===== config.mk =====
export PLATFORM = sky130hd
export DESIGN_NAME = io_mmu_translation_prefetch
export DESIGN_NICKNAME = d
export VERILOG_FILES = /design/src/verilog/iommu_pkg.sv /design/src/verilog/tlb_if.sv /design/src/verilog/io_mmu_translation_prefetch.sv /design/src/verilog/tlb_mem.sv
export VERILOG_INCLUDE_DIRS = /design/src /design/src/verilog
export SDC_FILE = /design/constraint.sdc
export NUM_CORES = 1
export LEC_CHECK = 0
export BUFFER_PORTS_ARGS = -buffer_cell sky130_fd_sc_hd__buf_2
export CAP_MARGIN = 15
export CORE_MARGIN = 1.5
export CORE_UTILIZATION = 40
export DETAILED_ROUTE_END_ITERATION = 10
export SYNTH_ARGS = -nofsm -noshare
export SYNTH_HDL_FRONTEND = slang
export SYNTH_HIERARCHICAL = 1
export SYNTH_SLANG_ARGS = --single-unit

===== constraint.sdc =====
create_clock -name ref_clk -period 8.86 [get_ports ref_clk]
set_input_delay 0 -clock ref_clk [delete_from_list [all_inputs] [get_ports ref_clk]]
set_output_delay 0 -clock ref_clk [all_outputs]
set_load 0.02 [all_outputs]

===== src/verilog/iommu_params.svh =====
// iommu_params.svh: constants of the i/o memory management unit.
// assumes nothing beyond the include guard; included by every design file.
`ifndef IOMMU_PARAMS_SVH
`define IOMMU_PARAMS_SVH
`define ADDR_W          32
`define DATA_W          32
`define PAGE_LSB        12
`define TAG_W           20
`define PSIZE_W         3
`define TLB_DEPTH       16
`define TLB_IDX_W       4
`define PF_DEPTH        8
`define PF_IDX_W        3
`define PSIZE_4K        3'h0
`define PF_LAST         3'h7
`define PF_STEP         3'h1
`define TLB_IDX_RST     4'h0
`define PF_IDX_RST      3'h0
`define ADDR_RST        32'h0000_0000
`define DATA_RST        32'h0000_0000
`define TAG_RST         20'h0_0000
`endif


===== src/verilog/iommu_pkg.sv =====
// iommu_pkg.sv: mode and state types of the translation unit; the look-aside buffer uses none.
// assumes iommu_params.svh is on the include path.
`include "iommu_params.svh"
package iommu_pkg;
  typedef enum logic [1:0] {
    mode_bypass_type_v,
    mode_vector_type_v,
    mode_translate_type_v
  } mode_type;
  typedef enum {
    st_idle,
    st_walk,
    st_prefetch
  } state_type;
endpackage : iommu_pkg


===== src/verilog/tlb_if.sv =====
// tlb_if.sv: port bundle between the translation unit and its look-aside memory.
// assumes the user connects both ends to the same ref_clk.
`timescale 1ns/1ns
`default_nettype none
`include "iommu_params.svh"
interface tlb_if;
  logic                       wr_en;
  logic                       inv_all;
  logic [`TLB_IDX_W-1:0]      idx;
  logic [`TAG_W-1:0]          wr_tag;
  logic [`TAG_W-1:0]          wr_ppn;
  logic [`TAG_W-1:0]          lookup_tag;
  logic                       hit;
  logic [`TAG_W-1:0]          rd_ppn;
  modport owner (output wr_en, inv_all, idx, wr_tag, wr_ppn, lookup_tag, input hit, rd_ppn);
  modport mem   (input wr_en, inv_all, idx, wr_tag, wr_ppn, lookup_tag, output hit, rd_ppn);
endinterface : tlb_if
`default_nettype wire


===== src/verilog/io_mmu_translation_prefetch.sv =====
// io_mmu_translation_prefetch.sv: dma address protection, translation and read prefetch.
// assumes one ref_clk domain; the page walker and both system buses answer on that clock.
//
// Summary of operation
// large pages pass in-page address bits from bit 12 upward untranslated.
// on a buffer hit, the bits of 31:12 above the in-page bits come from the cached page entry.
// protection-vector mode checks rights only; address out equals address in.
// cacheable burst reads from the dma side fill the prefetch buffer.
// with translation protection on, every access counts as cacheable.
// prefetch data come through a mux chosen by the bus select.
// prefetch_disable high stops all prefetching; low lets it run.
// software normally keeps prefetch on; may disable it under protection.
// buffer address comes from diagnostic bits or flush_flag, else from the dma address.
// software halts dma before flush, resumes after flush_flag clears.
// a flush invalidates all cached entries; next access walks page tables.
// software on 4 KiB pages may program a small translation_range_field.
// large pages under translation are safe only with the buffer disabled.
// flush_flag stays set after a request until software clears it.
`timescale 1ns/1ns
`default_nettype none
`include "iommu_params.svh"
module io_mmu_translation_prefetch (
  input  wire logic                   ref_clk,
  input  wire logic                   sys_rst,
  // control and status
  input  wire logic                   translate_enable,
  input  wire logic                   protection_vector_mode,
  input  wire logic                   tlb_enable,
  input  wire logic                   prefetch_disable,
  input  wire logic                   bus_select,
  input  wire logic                   diag_enable,
  input  wire logic [`TLB_IDX_W-1:0]  diag_index,
  input  wire logic                   flush_request,
  input  wire logic                   flush_clear,
  input  wire logic [`PSIZE_W-1:0]    page_size,
  input  wire logic [`PSIZE_W-1:0]    translation_range_field,
  output logic                        flush_flag,
  output logic                        flush_busy,
  // dma side request
  input  wire logic                   req_valid,
  input  wire logic [`ADDR_W-1:0]     req_addr,
  input  wire logic                   req_burst_read,
  input  wire logic                   req_cacheable,
  input  wire logic                   req_vector_allow,
  output logic                        req_ready,
  output logic                        out_valid,
  output logic [`ADDR_W-1:0]          out_addr,
  output logic                        out_denied,
  // page table walker
  output logic                        walk_req,
  output logic [`TAG_W-1:0]           walk_vpn,
  input  wire logic                   walk_done,
  input  wire logic [`TAG_W-1:0]      walk_ppn,
  // prefetch fetch from the two system buses
  output logic                        pf_req,
  output logic [`ADDR_W-1:0]          pf_addr,
  input  wire logic                   cpu_bus_valid,
  input  wire logic [`DATA_W-1:0]     cpu_bus_rdata,
  input  wire logic                   mem_bus_valid,
  input  wire logic [`DATA_W-1:0]     mem_bus_rdata,
  input  wire logic [`PF_IDX_W-1:0]   pf_rd_idx,
  output logic [`DATA_W-1:0]          pf_rd_data,
  output logic                        pf_valid
);
  tlb_if tlb ();
  tlb_mem tlb_u (.ref_clk(ref_clk), .sys_rst(sys_rst), .port_if(tlb));

  iommu_pkg::state_type state_q, state_d;
  logic [`ADDR_W-1:0]    addr_q, addr_d;
  logic [`ADDR_W-1:0]    oaddr_q, oaddr_d;
  logic                  ovalid_q, ovalid_d;
  logic                  denied_q, denied_d;
  logic                  flag_q, flag_d;
  logic                  inv_q, inv_d;
  logic                  look_q, look_d;
  logic [`PF_IDX_W-1:0]  pf_cnt_q, pf_cnt_d;
  logic                  pf_full_q, pf_full_d;
  logic [`DATA_W-1:0]    pf_buf_q [`PF_DEPTH];
  logic [`DATA_W-1:0]    rd_q;
  logic                  bus_valid;
  logic [`DATA_W-1:0]    bus_rdata;
  logic [`ADDR_W-1:0]    tlb_addr;
  iommu_pkg::mode_type   mode;

  // mask of in-page bits from bit 12 upward for the selected page size
  function automatic logic [`TAG_W-1:0] inpage_mask(input logic [`PSIZE_W-1:0] sz);
    inpage_mask = ~({`TAG_W{1'b1}} << sz);
  endfunction : inpage_mask

  // merge a page entry with untranslated in-page bits
  function automatic logic [`ADDR_W-1:0] merge_addr(input logic [`TAG_W-1:0] ppn,
                                                    input logic [`ADDR_W-1:0] a,
                                                    input logic [`PSIZE_W-1:0] sz);
    logic [`TAG_W-1:0] m;
    m = inpage_mask(sz);
    merge_addr = {(ppn & ~m) | (a[`ADDR_W-1:`PAGE_LSB] & m), a[`PAGE_LSB-1:0]}; // see
  endfunction : merge_addr

  always_comb begin
    if (protection_vector_mode) begin
      mode = iommu_pkg::mode_vector_type_v;
    end else if (translate_enable) begin
      mode = iommu_pkg::mode_translate_type_v;
    end else begin
      mode = iommu_pkg::mode_bypass_type_v;
    end
  end

  // the prefetch buffer listens to the selected bus, not always the cpu bus
  assign bus_valid = bus_select ? mem_bus_valid : cpu_bus_valid;
  assign bus_rdata = bus_select ? mem_bus_rdata : cpu_bus_rdata;

  // capture edge looks up the incoming address, else the registered hit would belong to the last one
  assign tlb_addr = (state_q == iommu_pkg::st_idle && !look_q) ? req_addr : addr_q;

  // buffer address: diagnostic index, else a fixed slot while flushing, else dma address
  always_comb begin
    tlb.inv_all    = inv_q;
    tlb.lookup_tag = tlb_addr[`ADDR_W-1:`PAGE_LSB];
    tlb.wr_tag     = addr_q[`ADDR_W-1:`PAGE_LSB];
    tlb.wr_ppn     = walk_ppn;
    tlb.wr_en      = state_q == iommu_pkg::st_walk && walk_done && tlb_enable && !flag_q;
    if (diag_enable) begin
      tlb.idx = diag_index;
    end else if (flag_q) begin
      tlb.idx = `TLB_IDX_RST;
    end else begin
      tlb.idx = tlb_addr[`PAGE_LSB +: `TLB_IDX_W];
    end
  end

  always_comb begin
    state_d   = state_q;
    addr_d    = addr_q;
    oaddr_d   = oaddr_q;
    ovalid_d  = 1'b0;
    denied_d  = 1'b0;
    look_d    = 1'b0;
    pf_cnt_d  = pf_cnt_q;
    pf_full_d = pf_full_q;
    inv_d     = flush_request;
    // set wins over clear; flag is left to software, not to flush completion
    flag_d    = (flag_q && !flush_clear) || flush_request;
    unique case (state_q)
      iommu_pkg::st_idle: begin
        if (look_q) begin
          // buffer answered for addr_q one cycle after capture
          if (tlb.hit && tlb_enable && !flag_q) begin
            oaddr_d  = merge_addr(tlb.rd_ppn, addr_q, page_size);
            ovalid_d = 1'b1;
            if (req_burst_read && !prefetch_disable) begin
              state_d  = iommu_pkg::st_prefetch;
              pf_cnt_d = `PF_IDX_RST;
              pf_full_d = 1'b0;
            end
          end else begin
            state_d = iommu_pkg::st_walk;
          end
        end else if (req_valid) begin
          addr_d = req_addr;
          unique case (mode)
            iommu_pkg::mode_translate_type_v: begin
              look_d = 1'b1;
            end
            iommu_pkg::mode_vector_type_v: begin
              oaddr_d  = req_addr;
              ovalid_d = 1'b1;
              denied_d = !req_vector_allow;
            end
            iommu_pkg::mode_bypass_type_v: begin
              oaddr_d  = req_addr;
              ovalid_d = 1'b1;
            end
          endcase
          if (mode != iommu_pkg::mode_translate_type_v && req_burst_read && req_cacheable
              && !(mode == iommu_pkg::mode_vector_type_v && !req_vector_allow)
              && !prefetch_disable) begin // see
            state_d   = iommu_pkg::st_prefetch;
            pf_cnt_d  = `PF_IDX_RST;
            pf_full_d = 1'b0;
          end
        end
      end
      iommu_pkg::st_walk: begin
        if (walk_done) begin
          oaddr_d  = merge_addr(walk_ptn_fix(walk_ppn), addr_q, page_size);
          ovalid_d = 1'b1;
          // translation makes every access cacheable
          if (req_burst_read && !prefetch_disable) begin // see
            state_d   = iommu_pkg::st_prefetch;
            pf_cnt_d  = `PF_IDX_RST;
            pf_full_d = 1'b0;
          end else begin
            state_d = iommu_pkg::st_idle;
          end
        end
      end
      iommu_pkg::st_prefetch: begin
        if (prefetch_disable) begin
          state_d = iommu_pkg::st_idle;
        end else if (bus_valid) begin
          pf_cnt_d = pf_cnt_q + `PF_STEP;
          if (pf_cnt_q == `PF_LAST) begin
            pf_full_d = 1'b1;
            state_d   = iommu_pkg::st_idle;
          end
        end
      end
    endcase
  end

  // identity hook kept so walk results and cached entries share one merge path
  function automatic logic [`TAG_W-1:0] walk_ptn_fix(input logic [`TAG_W-1:0] p);
    walk_ptn_fix = p;
  endfunction : walk_ptn_fix

  always_ff @(posedge ref_clk) begin
    if (sys_rst) begin
      state_q   <= iommu_pkg::st_idle;
      addr_q    <= `ADDR_RST;
      oaddr_q   <= `ADDR_RST;
      ovalid_q  <= 1'b0;
      denied_q  <= 1'b0;
      flag_q    <= 1'b0;
      inv_q     <= 1'b0;
      look_q    <= 1'b0;
      pf_cnt_q  <= `PF_IDX_RST;
      pf_full_q <= 1'b0;
      rd_q      <= `DATA_RST;
    end else begin
      state_q   <= state_d;
      addr_q    <= addr_d;
      oaddr_q   <= oaddr_d;
      ovalid_q  <= ovalid_d;
      denied_q  <= denied_d;
      flag_q    <= flag_d;
      inv_q     <= inv_d;
      look_q    <= look_d;
      pf_cnt_q  <= pf_cnt_d;
      pf_full_q <= pf_full_d;
      rd_q      <= pf_buf_q[pf_rd_idx];
    end
  end

  // buffer words need no reset; pf_valid tells when they hold data
  always_ff @(posedge ref_clk) begin
    if (state_q == iommu_pkg::st_prefetch && bus_valid) begin
      pf_buf_q[pf_cnt_q] <= bus_rdata; // see
    end
  end

  assign req_ready  = state_q == iommu_pkg::st_idle && !look_q;
  assign out_valid  = ovalid_q;
  assign out_addr   = oaddr_q;
  assign out_denied = denied_q;
  assign flush_flag = flag_q;
  assign flush_busy = inv_q;
  assign walk_req   = state_q == iommu_pkg::st_walk;
  assign walk_vpn   = addr_q[`ADDR_W-1:`PAGE_LSB];
  assign pf_req     = state_q == iommu_pkg::st_prefetch;
  assign pf_addr    = oaddr_q + {{(`ADDR_W-`PF_IDX_W-2){1'b0}}, pf_cnt_q, 2'h0};
  assign pf_rd_data = rd_q;
  assign pf_valid   = pf_full_q;
endmodule : io_mmu_translation_prefetch
`default_nettype wire


===== src/verilog/tlb_mem.sv =====
// tlb_mem.sv: direct-mapped look-aside memory of page entries, registered read data.
// assumes a synchronous active-high reset and one clock.
`timescale 1ns/1ns
`default_nettype none
`include "iommu_params.svh"
module tlb_mem (
  input  wire logic ref_clk,
  input  wire logic sys_rst,
  tlb_if.mem        port_if
);
  logic [`TLB_DEPTH-1:0] valid_q;
  logic [`TLB_DEPTH-1:0] valid_d;
  logic [`TAG_W-1:0]     tag_mem [`TLB_DEPTH];
  logic [`TAG_W-1:0]     ppn_mem [`TLB_DEPTH];
  logic                  hit_q;
  logic [`TAG_W-1:0]     ppn_q;

  always_comb begin
    valid_d = valid_q;
    if (port_if.wr_en) begin
      valid_d[port_if.idx] = 1'b1;
    end
    if (port_if.inv_all) begin
      valid_d = '0;
    end
  end

  always_ff @(posedge ref_clk) begin
    if (sys_rst) begin
      valid_q <= '0;
      hit_q   <= 1'b0;
      ppn_q   <= `TAG_RST;
    end else begin
      valid_q <= valid_d;
      hit_q   <= valid_q[port_if.idx] && tag_mem[port_if.idx] == port_if.lookup_tag && !port_if.inv_all;
      ppn_q   <= ppn_mem[port_if.idx];
    end
  end

  // storage arrays carry no reset; the valid bits guard them
  always_ff @(posedge ref_clk) begin
    if (port_if.wr_en) begin
      tag_mem[port_if.idx] <= port_if.wr_tag;
      ppn_mem[port_if.idx] <= port_if.wr_ppn;
    end
  end

  assign port_if.hit    = hit_q;
  assign port_if.rd_ppn = ppn_q;
endmodule : tlb_mem
`default_nettype wire

# ---- Word level (Yosys, flattened, before mapping)
# Memories as Yosys holds them, arrays and structs flattened. A register that Yosys moved wholly into a read port is not among the register bits.
# Cells that the tools add are included.
dict set report op_classes {
  n_addsub 2
  bitwise_logic 12
  shifts 1
  n_lt_le_gt_ge 2
  n_mux 58
  eq_ne 20
  n_reduce_logical 38
}
# cell n
set ops {}
lappend ops {{$mux 32} 16}
lappend ops {{$pmux 32 s3} 1}
lappend ops {{$eq 32x2->1 const B} 2}
lappend ops {{$logic_not 32->1} 2}
lappend ops {{$pmux 32 s2} 1}
lappend ops {{$and 20x20->20} 3}
lappend ops {{$not 20->20} 2}
lappend ops {{$or 20x20->20} 2}
lappend ops {{$add 32x5->32} 1}
lappend ops {{$eq 32x1->1 const B} 1}
lappend ops {{$eq 32x3->1 const B} 1}
lappend ops {{$mux 3} 8}
lappend ops {{$mux 1} 22}
lappend ops {{$eq 20x20->1} 1}
lappend ops {{$shl 20x3->20 const A} 1}
lappend ops {{$ne 3x3->1 const B} 6}
lappend ops {{$logic_and 1x1->1} 17}
lappend ops {{$or 16x16->16} 1}
lappend ops {{$reduce_and 6->1} 2}
lappend ops {{$ne 2x2->1 const B} 5}
lappend ops {{$pmux 3 s3} 1}
lappend ops {{$mux 4} 2}
lappend ops {{$logic_not 1->1} 7}
lappend ops {{$reduce_and 7->1} 1}
lappend ops {{21 further kinds} 27}
dict set report totals {
  reg_bits 122
  ram_bits 896
  word_cells 148
  inputBits 146
  n_memories 3
}
# name depth width read_ports rd_clocked_by_memory_dff write_ports line
set memory_table {}
lappend memory_table {tlb_u.ppn_mem 16 20 1 1 1 tlb_mem.sv:14} ;# logic [`TAG_W-1:0] ppn_mem [`TLB_DEPTH];
lappend memory_table {tlb_u.tag_mem 16 20 1 0 1 tlb_mem.sv:13} ;# logic [`TAG_W-1:0] tag_mem [`TLB_DEPTH];
lappend memory_table {pf_buf_q 8 32 1 1 1 io_mmu_translation_prefetch.sv:78} ;# logic [`DATA_W-1:0] pf_buf_q [`PF_DEPTH];

# ---- Longest topological paths before layout
# Gate-level depths: netlist of run 1.
dict set report logic_depth {
  ltp_word 11
  ltp_mapped 16
  mapped_depth_nobuf 12
}

# ---- Cells and area by module
# The synthesis of run 1 kept the hierarchy.
# mod n_inst area_per_inst_um2 cells_each
set by_module_without_submodules {}
lappend by_module_without_submodules {tlb_mem 1 25753.4 1116}
lappend by_module_without_submodules {io_mmu_translation_prefetch 1 15172.1 1057}

# ---- Worst setup path before layout of run 1
# No wires, ideal clock.
dict set report synth_path {
  path_kind {register -> register}
  startpoint {register state_q[0]}
  endpoint {memory tlb_u/ppn_mem[6][0] (netlist bit), enable pin}
  required_ps 8421
  path_slack_ps 4298
  stages_incl_launch_ff 14
  n_path_buf 4
  arrival_ps 4123
  period_less_slack_ps 4562
  cell_sequence {dfxtp_1 inv_1 ha_1 nand2b_1 inv_1 mux2_2 a22o_1 buf_4 buf_4 buf_4 inv_4 buf_2 nand3_1 nor2_1}
}
# element line
set synth_lines {}
lappend synth_lines {{from (decl)} io_mmu_translation_prefetch.sv:68} ;# iommu_pkg::state_type state_q, state_d;
lappend synth_lines {{from (signal assigned)} io_mmu_translation_prefetch.sv:219} ;# state_q <= iommu_pkg::st_idle;
lappend synth_lines {{from (signal assigned)} io_mmu_translation_prefetch.sv:231} ;# state_q <= state_d;
lappend synth_lines {{$logic_not 32->1} io_mmu_translation_prefetch.sv:114} ;# assign tlb_addr = (state_q == iommu_pkg::st_idle && !look_q) ? req_addr : addr_q;
lappend synth_lines {{$logic_and 1x1->1} io_mmu_translation_prefetch.sv:114}
lappend synth_lines {{$mux 32} io_mmu_translation_prefetch.sv:114}
lappend synth_lines {{via tlb_addr[12]} io_mmu_translation_prefetch.sv:82} ;# logic [`ADDR_W-1:0] tlb_addr;
lappend synth_lines {{$mux 4} io_mmu_translation_prefetch.sv:125} ;# end else if (flag_q) begin
lappend synth_lines {{$mux 4} io_mmu_translation_prefetch.sv:123} ;# if (diag_enable) begin
lappend synth_lines {{via tlb.idx[0]} tlb_if.sv:9} ;# logic [`TLB_IDX_W-1:0] idx;
lappend synth_lines {{to (decl)} tlb_mem.sv:14}
# The timed path passes the listed nets, and every way through them passes these cells.

# ---- Final worst setup path of run 1
dict set report layout_path {
  startpoint {register look_q}
  endpoint {memory tlb_u/ppn_mem[11][6] (netlist bit), enable pin}
}
dict set report layout_between {
  elab_chain_cells 5
}
# element line
set layout_rtl {}
lappend layout_rtl {{from (decl)} io_mmu_translation_prefetch.sv:75} ;# logic look_q, look_d;
lappend layout_rtl {{from (signal assigned)} io_mmu_translation_prefetch.sv:238} ;# look_q <= look_d;
lappend layout_rtl {{$logic_not 1->1} io_mmu_translation_prefetch.sv:114}
lappend layout_rtl {{$logic_and 1x1->1} io_mmu_translation_prefetch.sv:114}
lappend layout_rtl {{$mux 32} io_mmu_translation_prefetch.sv:114}
lappend layout_rtl {{via tlb_addr[13]} io_mmu_translation_prefetch.sv:82}
lappend layout_rtl {{$mux 4} io_mmu_translation_prefetch.sv:125}
lappend layout_rtl {{$mux 4} io_mmu_translation_prefetch.sv:123}
lappend layout_rtl {{via tlb.idx[1]} tlb_if.sv:9}
# The timed path passes the listed nets, and every way through them passes these cells.

==> impl_metrics.env, run 1 <==
export IMPL_clk_path_buf_depth=3
export IMPL_netlist_area_sq_um=40930
export IMPL_hp_class="input pin to flip-flop"
export IMPL_hold_viol_final=0
export IMPL_viasPerCell=5.522
export IMPL_root_buffer="clkbuf_16"
export IMPL_first_iter_violations=2019
export IMPL_totalWireLength_um=105800
export IMPL_cts_resized=0
export IMPL_yosysMostFrequentCell="edfxtp_1"
export IMPL_yosys_warnings=6
export IMPL_p_leak_nw=16.33
export IMPL_drive_above_1_share_pct=30.32
export IMPL_status="finished clean"
export IMPL_grt_overflow=0
export IMPL_ir_drop_uv=154.4
export IMPL_io_pins=270
export IMPL_p_per_area_nw_per_um2=230.1
export IMPL_maxSlewViolCount=0
export IMPL_worst_slew_pin_slew_ns=1.228
export IMPL_fmax_mhz=181.9
export IMPL_synth_distinct_cells=72
export IMPL_met2_length_um=51520
export IMPL_numCtsBuffers=106
export IMPL_drt_met1_wl_um=43200
export IMPL_cp_start_kind="flip-flop"
export IMPL_crit_path_end_kind="flip-flop"
export IMPL_synthTopCellsByCount="896 x edfxtp_1, 244 x mux4_2, 153 x nand2_1"
export IMPL_skew_ns=0.02428
export IMPL_drv_cap=0
export IMPL_synth_top_area_share_pct=65.74
export IMPL_synthFlopType="edfxtp_1"
export IMPL_fin_hold_ws_ns=0.03483
export IMPL_synth_seq_cells=1040
export IMPL_tritoncts="done"
export IMPL_routed_top_layer="met5"
export IMPL_cp_required_ns=9.16
export IMPL_vias=22390
export IMPL_grt_pass1_wl_um=153200
export IMPL_post_cts_buffers=0
export IMPL_n_fill_cell=8454
export IMPL_dieArea_sq_um=104200
export IMPL_grtUsageTotal_pct=20.35
export IMPL_rsz0062_at_grt="no"
export IMPL_worstSetupPathType="flip-flop to flip-flop"
export IMPL_coreArea_sq_um=101600
export IMPL_dp_hpwl_um=62000
export IMPL_fin_crit_sh_pct=62.04
export IMPL_cts_hold_buf=139
export IMPL_path_clk_slew_ns=0.06
export IMPL_synth_largest_area_cell="edfxtp_1"
export IMPL_period_needed_ns=5.497
export IMPL_syn_inst=2173
export IMPL_slew_headroom_pct=18.16
export IMPL_synth_area_per_cell_sq_um=18.83
export IMPL_start_util_pct=40.28
export IMPL_portBuffers=266
export IMPL_async_reset_ff_share_pct=0
export IMPL_antenna_found_initial=11
export IMPL_wl_met3_um=8530
export IMPL_yosysSeqAreaShare_pct=72.79
export IMPL_finalSetupViolCount=0
export IMPL_die_h_um=322.9
export IMPL_postRouteAntennaNets=0
export IMPL_clock_sinks=1040
export IMPL_final_area_sq_um=48640
export IMPL_rows=117
export IMPL_synth_edf_count=896
export IMPL_fin_nets=2750
export IMPL_syn_num_nets=2328
export IMPL_first_pass_iters=5
export IMPL_wl_per_cell_um=26.09
export IMPL_grt_pass1_vias=22870
export IMPL_cp_max_fo=57
export IMPL_gp_congestion=0.8446
export IMPL_dpl_cell_area_sq_um=43820
export IMPL_drc_errors=0
export IMPL_grt_max_degree=115
export IMPL_worstSkewPairLatency_ns=0.69
export IMPL_htreeDepth=3
export IMPL_die_width_um=322.9
export IMPL_arrival_ns=5.80
export IMPL_synth_area_top_cells="edfxtp_1 66%, mux4_2 13%, dfxtp_1 7.0%"
export IMPL_area_growth_synth_to_final_pct=18.85
export IMPL_fin_setup_tns_ns=0
export IMPL_power_w=0.01119
==> area by class of cell <==
cell class / count / area (sq um) / share of cell area [%]
Clock buffer: 149 / 2978 / 6.122
Tap cell: 1368 / 1712 / 3.519
Antenna cell: 2 / 5.005 / 0.01029
Clock inverter: 49 / 450.4 / 0.9260
Multi-Input combinational cell: 979 / 10560 / 21.71
Sequential cell: 1040 / 29790 / 61.24
Inverter: 18 / 70.07 / 0.1441
Timing Repair Buffer: 450 / 3078 / 6.328
==> critical path, stage by stage (launching register included) <==
cell	delay, ns
dfxtp_1	0.31
buf_4	0.36
nand2b_1	0.23
inv_1	0.05
buf_4	0.24
mux2_2	0.38
a22o_4	0.71
buf_4	0.85
nand3_1	0.50
nor2_4	0.69
buf_4	0.65
==> where the power goes <==
| group | internal (W) | switching, W | leakage [nW] |
|---|---|---|---|
| clock | 0.00252 | 0.00185 | 1.70 |
| sequential | 0.00543 | 0.000124 | 9.30 |
| combinational | 0.000532 | 0.000736 | 5.33 |
==> sequential cells by signal, summed over array words and instances (netlist names) <==
| signal | flops |
|---|---|
| tlb_u/ppn_mem | 320 |
| tlb_u/tag_mem | 320 |
| pf_buf_q | 256 |
| addr_q | 32 |
| out_addr | 32 |
| pf_rd_data | 32 |
| tlb_u/port_if.rd_ppn | 20 |
| tlb_u/valid_q | 16 |
| pf_cnt_q | 3 |
| state_q | 2 |
| flush_busy | 1 |
| flush_flag | 1 |
| look_q | 1 |
| out_denied | 1 |
| out_valid | 1 |
| pf_valid | 1 |
| tlb_u/port_if.hit | 1 |
==> metal layers <==
metal,vias to the layer above,global-route usage [%]
met4,12,5.832
met3,172,4.358
met2,950,33.53
met5,-,0
met1,11700,27.28
li1,9560,-
==> cells in the final DEF (no fill, tap or decap), types with 8 or more instances in the layout <==
| master | instances |
|---|---|
| ha_1 | 8 |
| dlygate4sd3_1 | 139 |
| o21ai_0 | 8 |
| o22ai_1 | 13 |
| buf_2 | 264 |
| dfxtp_1 | 144 |
| o21a_1 | 18 |
| clkinv_2 | 25 |
| clkbuf_8 | 10 |
| mux4_2 | 244 |
| mux2i_1 | 70 |
| nand4_1 | 10 |
| clkbuf_16 | 109 |
| nor2_4 | 22 |
| nor2b_1 | 27 |
| nand2_1 | 153 |
| a311oi_1 | 14 |
| xnor2_1 | 35 |
| buf_4 | 46 |
| a21oi_1 | 65 |
| nand2b_1 | 13 |
| mux2_2 | 55 |
| clkbuf_1 | 30 |
| inv_1 | 16 |
| nor3_1 | 10 |
| o211ai_1 | 15 |
| edfxtp_1 | 896 |
| nand3_1 | 24 |
| nor2_1 | 70 |
| clkinv_1 | 10 |
==> stage by stage <==
stage / util, % / worst slack, ns / std cells
final: 47.88 / 3.363 / 4055
after global routing: 47.87 / 3.135 / 4053
after CTS: 47.87 / 3.227 / 4053
after detailed placement: 43.13 / 3.271 / 3716
after global placement: 43.13 / 3.366 / 3716
after floorplan: - / 4.298 / 2173
==> final timing paths <==
check,from,end,slack (ns),cells after the start
max,look_q,tlb_u/ppn_mem[11][6],3.36,10
min,req_burst_read,state_q[1],0.03,6
max reg2reg,look_q,tlb_u/ppn_mem[11][6],3.36,10
min reg2reg,addr_q[8],addr_q[8],0.46,2
==> cells by family (layout without fill, tap and decap cells) <==
family                   count (synthesis)  count (layout)  share of synthesized area (%)
buffers and inverters                  154             666                          1.905
flip-flops                            1040            1040                          72.79
AO/OA/AOI/OAI                          184             184                          3.079
AND/OR/NAND/NOR                        373             373                          4.250
XOR/XNOR                                41              41                         0.8774
adder cells (fa/ha/maj)                  9               9                         0.2935
other                                    0               2                              0
multiplexers                           372             372                          16.81
Power figures use the tool's default switching activity.
==> run 2, diff against run 1 <==
- ABC_AREA: not set -> 1
- clock period: 8.86 -> 4.75 ns (I/O delays scaled with it)
==> run 2 against run 1 <==
Net effect: largest cell class unchanged; area after synthesis rose by 2.5%; routed wire length increased by 16%; die area grew 2.5%; sequential cell count unchanged; first-iteration DRC count is 69% higher; hold slack improved by 0.020 ns; register-to-register slack lost 2.8 ns; synthesized cell count rose by 69%.
==> impl_metrics.env, run 2 <==
export IMPL_first_pass_iters=5
export IMPL_numCtsBuffers=105
export IMPL_fin_setup_tns_ns=0
export IMPL_antenna_found_initial=8
export IMPL_yosysSeqAreaShare_pct=70.99
export IMPL_synthAdderAreaFrac_pct=0.2862
export IMPL_skew_ns=0.05297
export IMPL_wl_per_cell_um=22.17
export IMPL_clk_path_buf_depth=3
export IMPL_cp_required_ns=5.11
export IMPL_cp_num_buf_inv=5
export IMPL_io_pins=270
export IMPL_ir_drop_uv=333.5
export IMPL_slew_headroom_pct=21.19
export IMPL_cts_resized=0
export IMPL_synth_area_per_cell_sq_um=11.44
export IMPL_syn_num_nets=3823
export IMPL_rsz0062_at_grt="no"
export IMPL_clock_sinks=1040
export IMPL_setup_slack_ns=0.5201
export IMPL_syn_inst=3668
export IMPL_viasPerCell=5.348
export IMPL_coreArea_sq_um=103800
export IMPL_synthTopCellsByCount="1079 x nand2_1, 896 x edfxtp_1, 365 x nor2_1"
export IMPL_postRouteAntennaNets=0
export IMPL_synth_edf_count=896
export IMPL_gp_congestion=0.8576
export IMPL_status="finished clean"
export IMPL_synthXorXnorAreaFrac_pct=0.4383
export IMPL_post_place_ws_ns=0.6417
export IMPL_tritoncts="done"
export IMPL_fmax_mhz=236.4
export IMPL_multi_input_area_sq_um=10940
export IMPL_synth_top_area_share_pct=64.12
export IMPL_yosysMostFrequentCell="nand2_1"
export IMPL_path_clk_slew_ns=0.06
export IMPL_p_leak_nw=18.77
export IMPL_htreeDepth=3
export IMPL_crit_path_max_incr_delay_ns=0.62
export IMPL_hold_viol_final=0
export IMPL_async_reset_ff_share_pct=0
export IMPL_dp_hpwl_um=74320
export IMPL_regToRegSetupSlack_ns=0.52
export IMPL_antenna_cells=0
export IMPL_final_cell_mix="1077 x nand2_1, 896 x edfxtp_1, 338 x nor2_1"
export IMPL_grtUsageTotal_pct=22.60
export IMPL_first_iter_violations=3411
export IMPL_cp_start_kind="flip-flop"
export IMPL_die_h_um=326.9
export IMPL_vias=29650
export IMPL_crit_path_end_kind="flip-flop"
export IMPL_p_per_area_nw_per_um2=447.8
export IMPL_die_width_um=326.9
export IMPL_fin_crit_sh_pct=89.05
export IMPL_grt_pass1_wl_um=179500
export IMPL_yosys_mux_area_fraction_pct=0.7633
export IMPL_arrival_ns=4.59
export IMPL_totalWireLength_um=122900
export IMPL_period_needed_ns=4.230
export IMPL_worstSetupPathType="flip-flop to flip-flop"
export IMPL_final_area_sq_um=50040
export IMPL_synth_seq_cells=1040
export IMPL_worst_slew_pin_slew_ns=1.178
export IMPL_portBuffers=266
export IMPL_synth_area_top_cells="edfxtp_1 64%, nand2_1 9.7%, dfxtp_1 6.9%"
export IMPL_grt_overflow=0
export IMPL_dpl_cell_area_sq_um=45140
export IMPL_synth_distinct_cells=47
export IMPL_synthSimpleGateAreaFrac_pct=15.16
export IMPL_n_fill_cell=9212
export IMPL_cpMaxStageDelayCell="inv_1"
export IMPL_finalSetupViolCount=0
export IMPL_seq_area_sq_um=29790
export IMPL_path_cells="inv_1, ha_1, nand2_4, inv_2, o21ai_0, nand3_1, nand2_1, inv_1, nor2_4, inv_1, nor2_4, buf_12"
export IMPL_fin_nets=4228
export IMPL_cpLargestDelayFamily="simple AND/OR/NAND/NOR gates"
export IMPL_hp_class="input pin to flip-flop"
export IMPL_root_buffer="clkbuf_16"
export IMPL_synth_compound_area_share_pct=8.909
export IMPL_grt_max_degree=100
export IMPL_crit_top_cell="inv_1"
export IMPL_start_util_pct=40.43
export IMPL_yosys_warnings=6
export IMPL_synth_largest_area_cell="edfxtp_1"
export IMPL_drc_errors=0
export IMPL_rows=118
export IMPL_worstSkewPairLatency_ns=0.71
export IMPL_netlist_area_sq_um=41960
export IMPL_drive_above_1_share_pct=13.93
export IMPL_area_growth_synth_to_final_pct=19.24
export IMPL_grt_pass1_vias=27550
export IMPL_dieArea_sq_um=106900
export IMPL_final_common_cell="nand2_1"
export IMPL_final_core_util_pct=48.21
export IMPL_cp_max_fo=17
export IMPL_synthFlopType="edfxtp_1"
export IMPL_synth_top_family_by_area="simple AND/OR/NAND/NOR gates"
export IMPL_largest_registers="tlb_u/ppn_mem (320), tlb_u/tag_mem (320), pf_buf_q (256)"
export IMPL_drv_cap=0
export IMPL_maxSlewViolCount=0
==> run 2: cell types whose count changed after synthesis, moves of 55 or more <==
cell | before | now
mux2_2 | 55 | 0
o21ai_0 | 8 | 208
inv_1 | 17 | 101
nor2_1 | 92 | 365
mux4_2 | 244 | 0
a21oi_1 | 65 | 146
nand2_1 | 153 | 1079
a22oi_1 | 7 | 178
nand3_1 | 24 | 92
==> run 2: repair_timing <==
item	CTS	global route
hold buffers	145	0
hold endpoints to repair	691	0
endpoints found under the setup margin	0	0
buffers inserted	0	0
==> run 2: final timing paths <==
path | endpoint | start | depth (start not counted)
min | pf_rd_data[20] | pf_rd_idx[1] | 4
min reg2reg | addr_q[5] | addr_q[5] | 2
max | tlb_u/tag_mem[11][15] | state_q[0] | 12
max reg2reg | tlb_u/tag_mem[11][15] | state_q[0] | 12
==> run 2: power breakdown <==
group	switching (W)	total (W)	internal [W]
logic	0.00245	0.00350	0.00105
clock network	0.00353	0.00816	0.00463
registers	0.000449	0.0107	0.0103
==> run 2: metrics by stage <==
step	hold WS, ns	cells	total power, W
floorplan	0.07866	3668	0.01286
global placement	0.1830	5201	0.01425
detailed placement	0.1889	5201	0.01428
CTS	0.002703	5544	0.02251
global route	0.09286	5544	0.02326
finish	0.05488	5544	0.02241
==> run 2: kinds of logic after synthesis <==
| kind of cell | after synthesis |
|---|---|
| AOI/OAI and AO/OA | 632 |
| xor gates and xnor gates | 21 |
| adders and majority gates | 9 |
| buffers and inverters | 322 |
| DFF | 1040 |
| muxes | 32 |
| and+or+nand+nor | 1612 |
==> run 2: cell type report <==
cell class / instances / share of cell area [%]
Multi-Input combinational cell: 2306 / 21.86
Tap cell: 1380 / 3.451
Inverter: 111 / 0.8477
Clock inverter: 50 / 1.000
Clock buffer: 148 / 5.894
Timing Repair Buffer: 509 / 7.416
Sequential cell: 1040 / 59.53
==> run 2: worst reg2reg max path: stages, from the launching register on <==
cell and delay (ns):
dfxtp_1 0.36, inv_1 0.07, ha_1 0.27, nand2_4 0.25, inv_2 0.19, o21ai_0 0.31, nand3_1 0.12, nand2_1 0.15
inv_1 0.11, nor2_4 0.57, inv_1 0.62, nor2_4 0.63, buf_12 0.27
==> run 2: per-layer routing <==
layer,vias up,GRT usage [%],share of wire (%)
met5,-,0,0.031
met4,6,6.119,2.1
met3,178,5.002,9.8
met2,1310,33.14,44
met1,14520,33.77,44
li1,13630,-,-
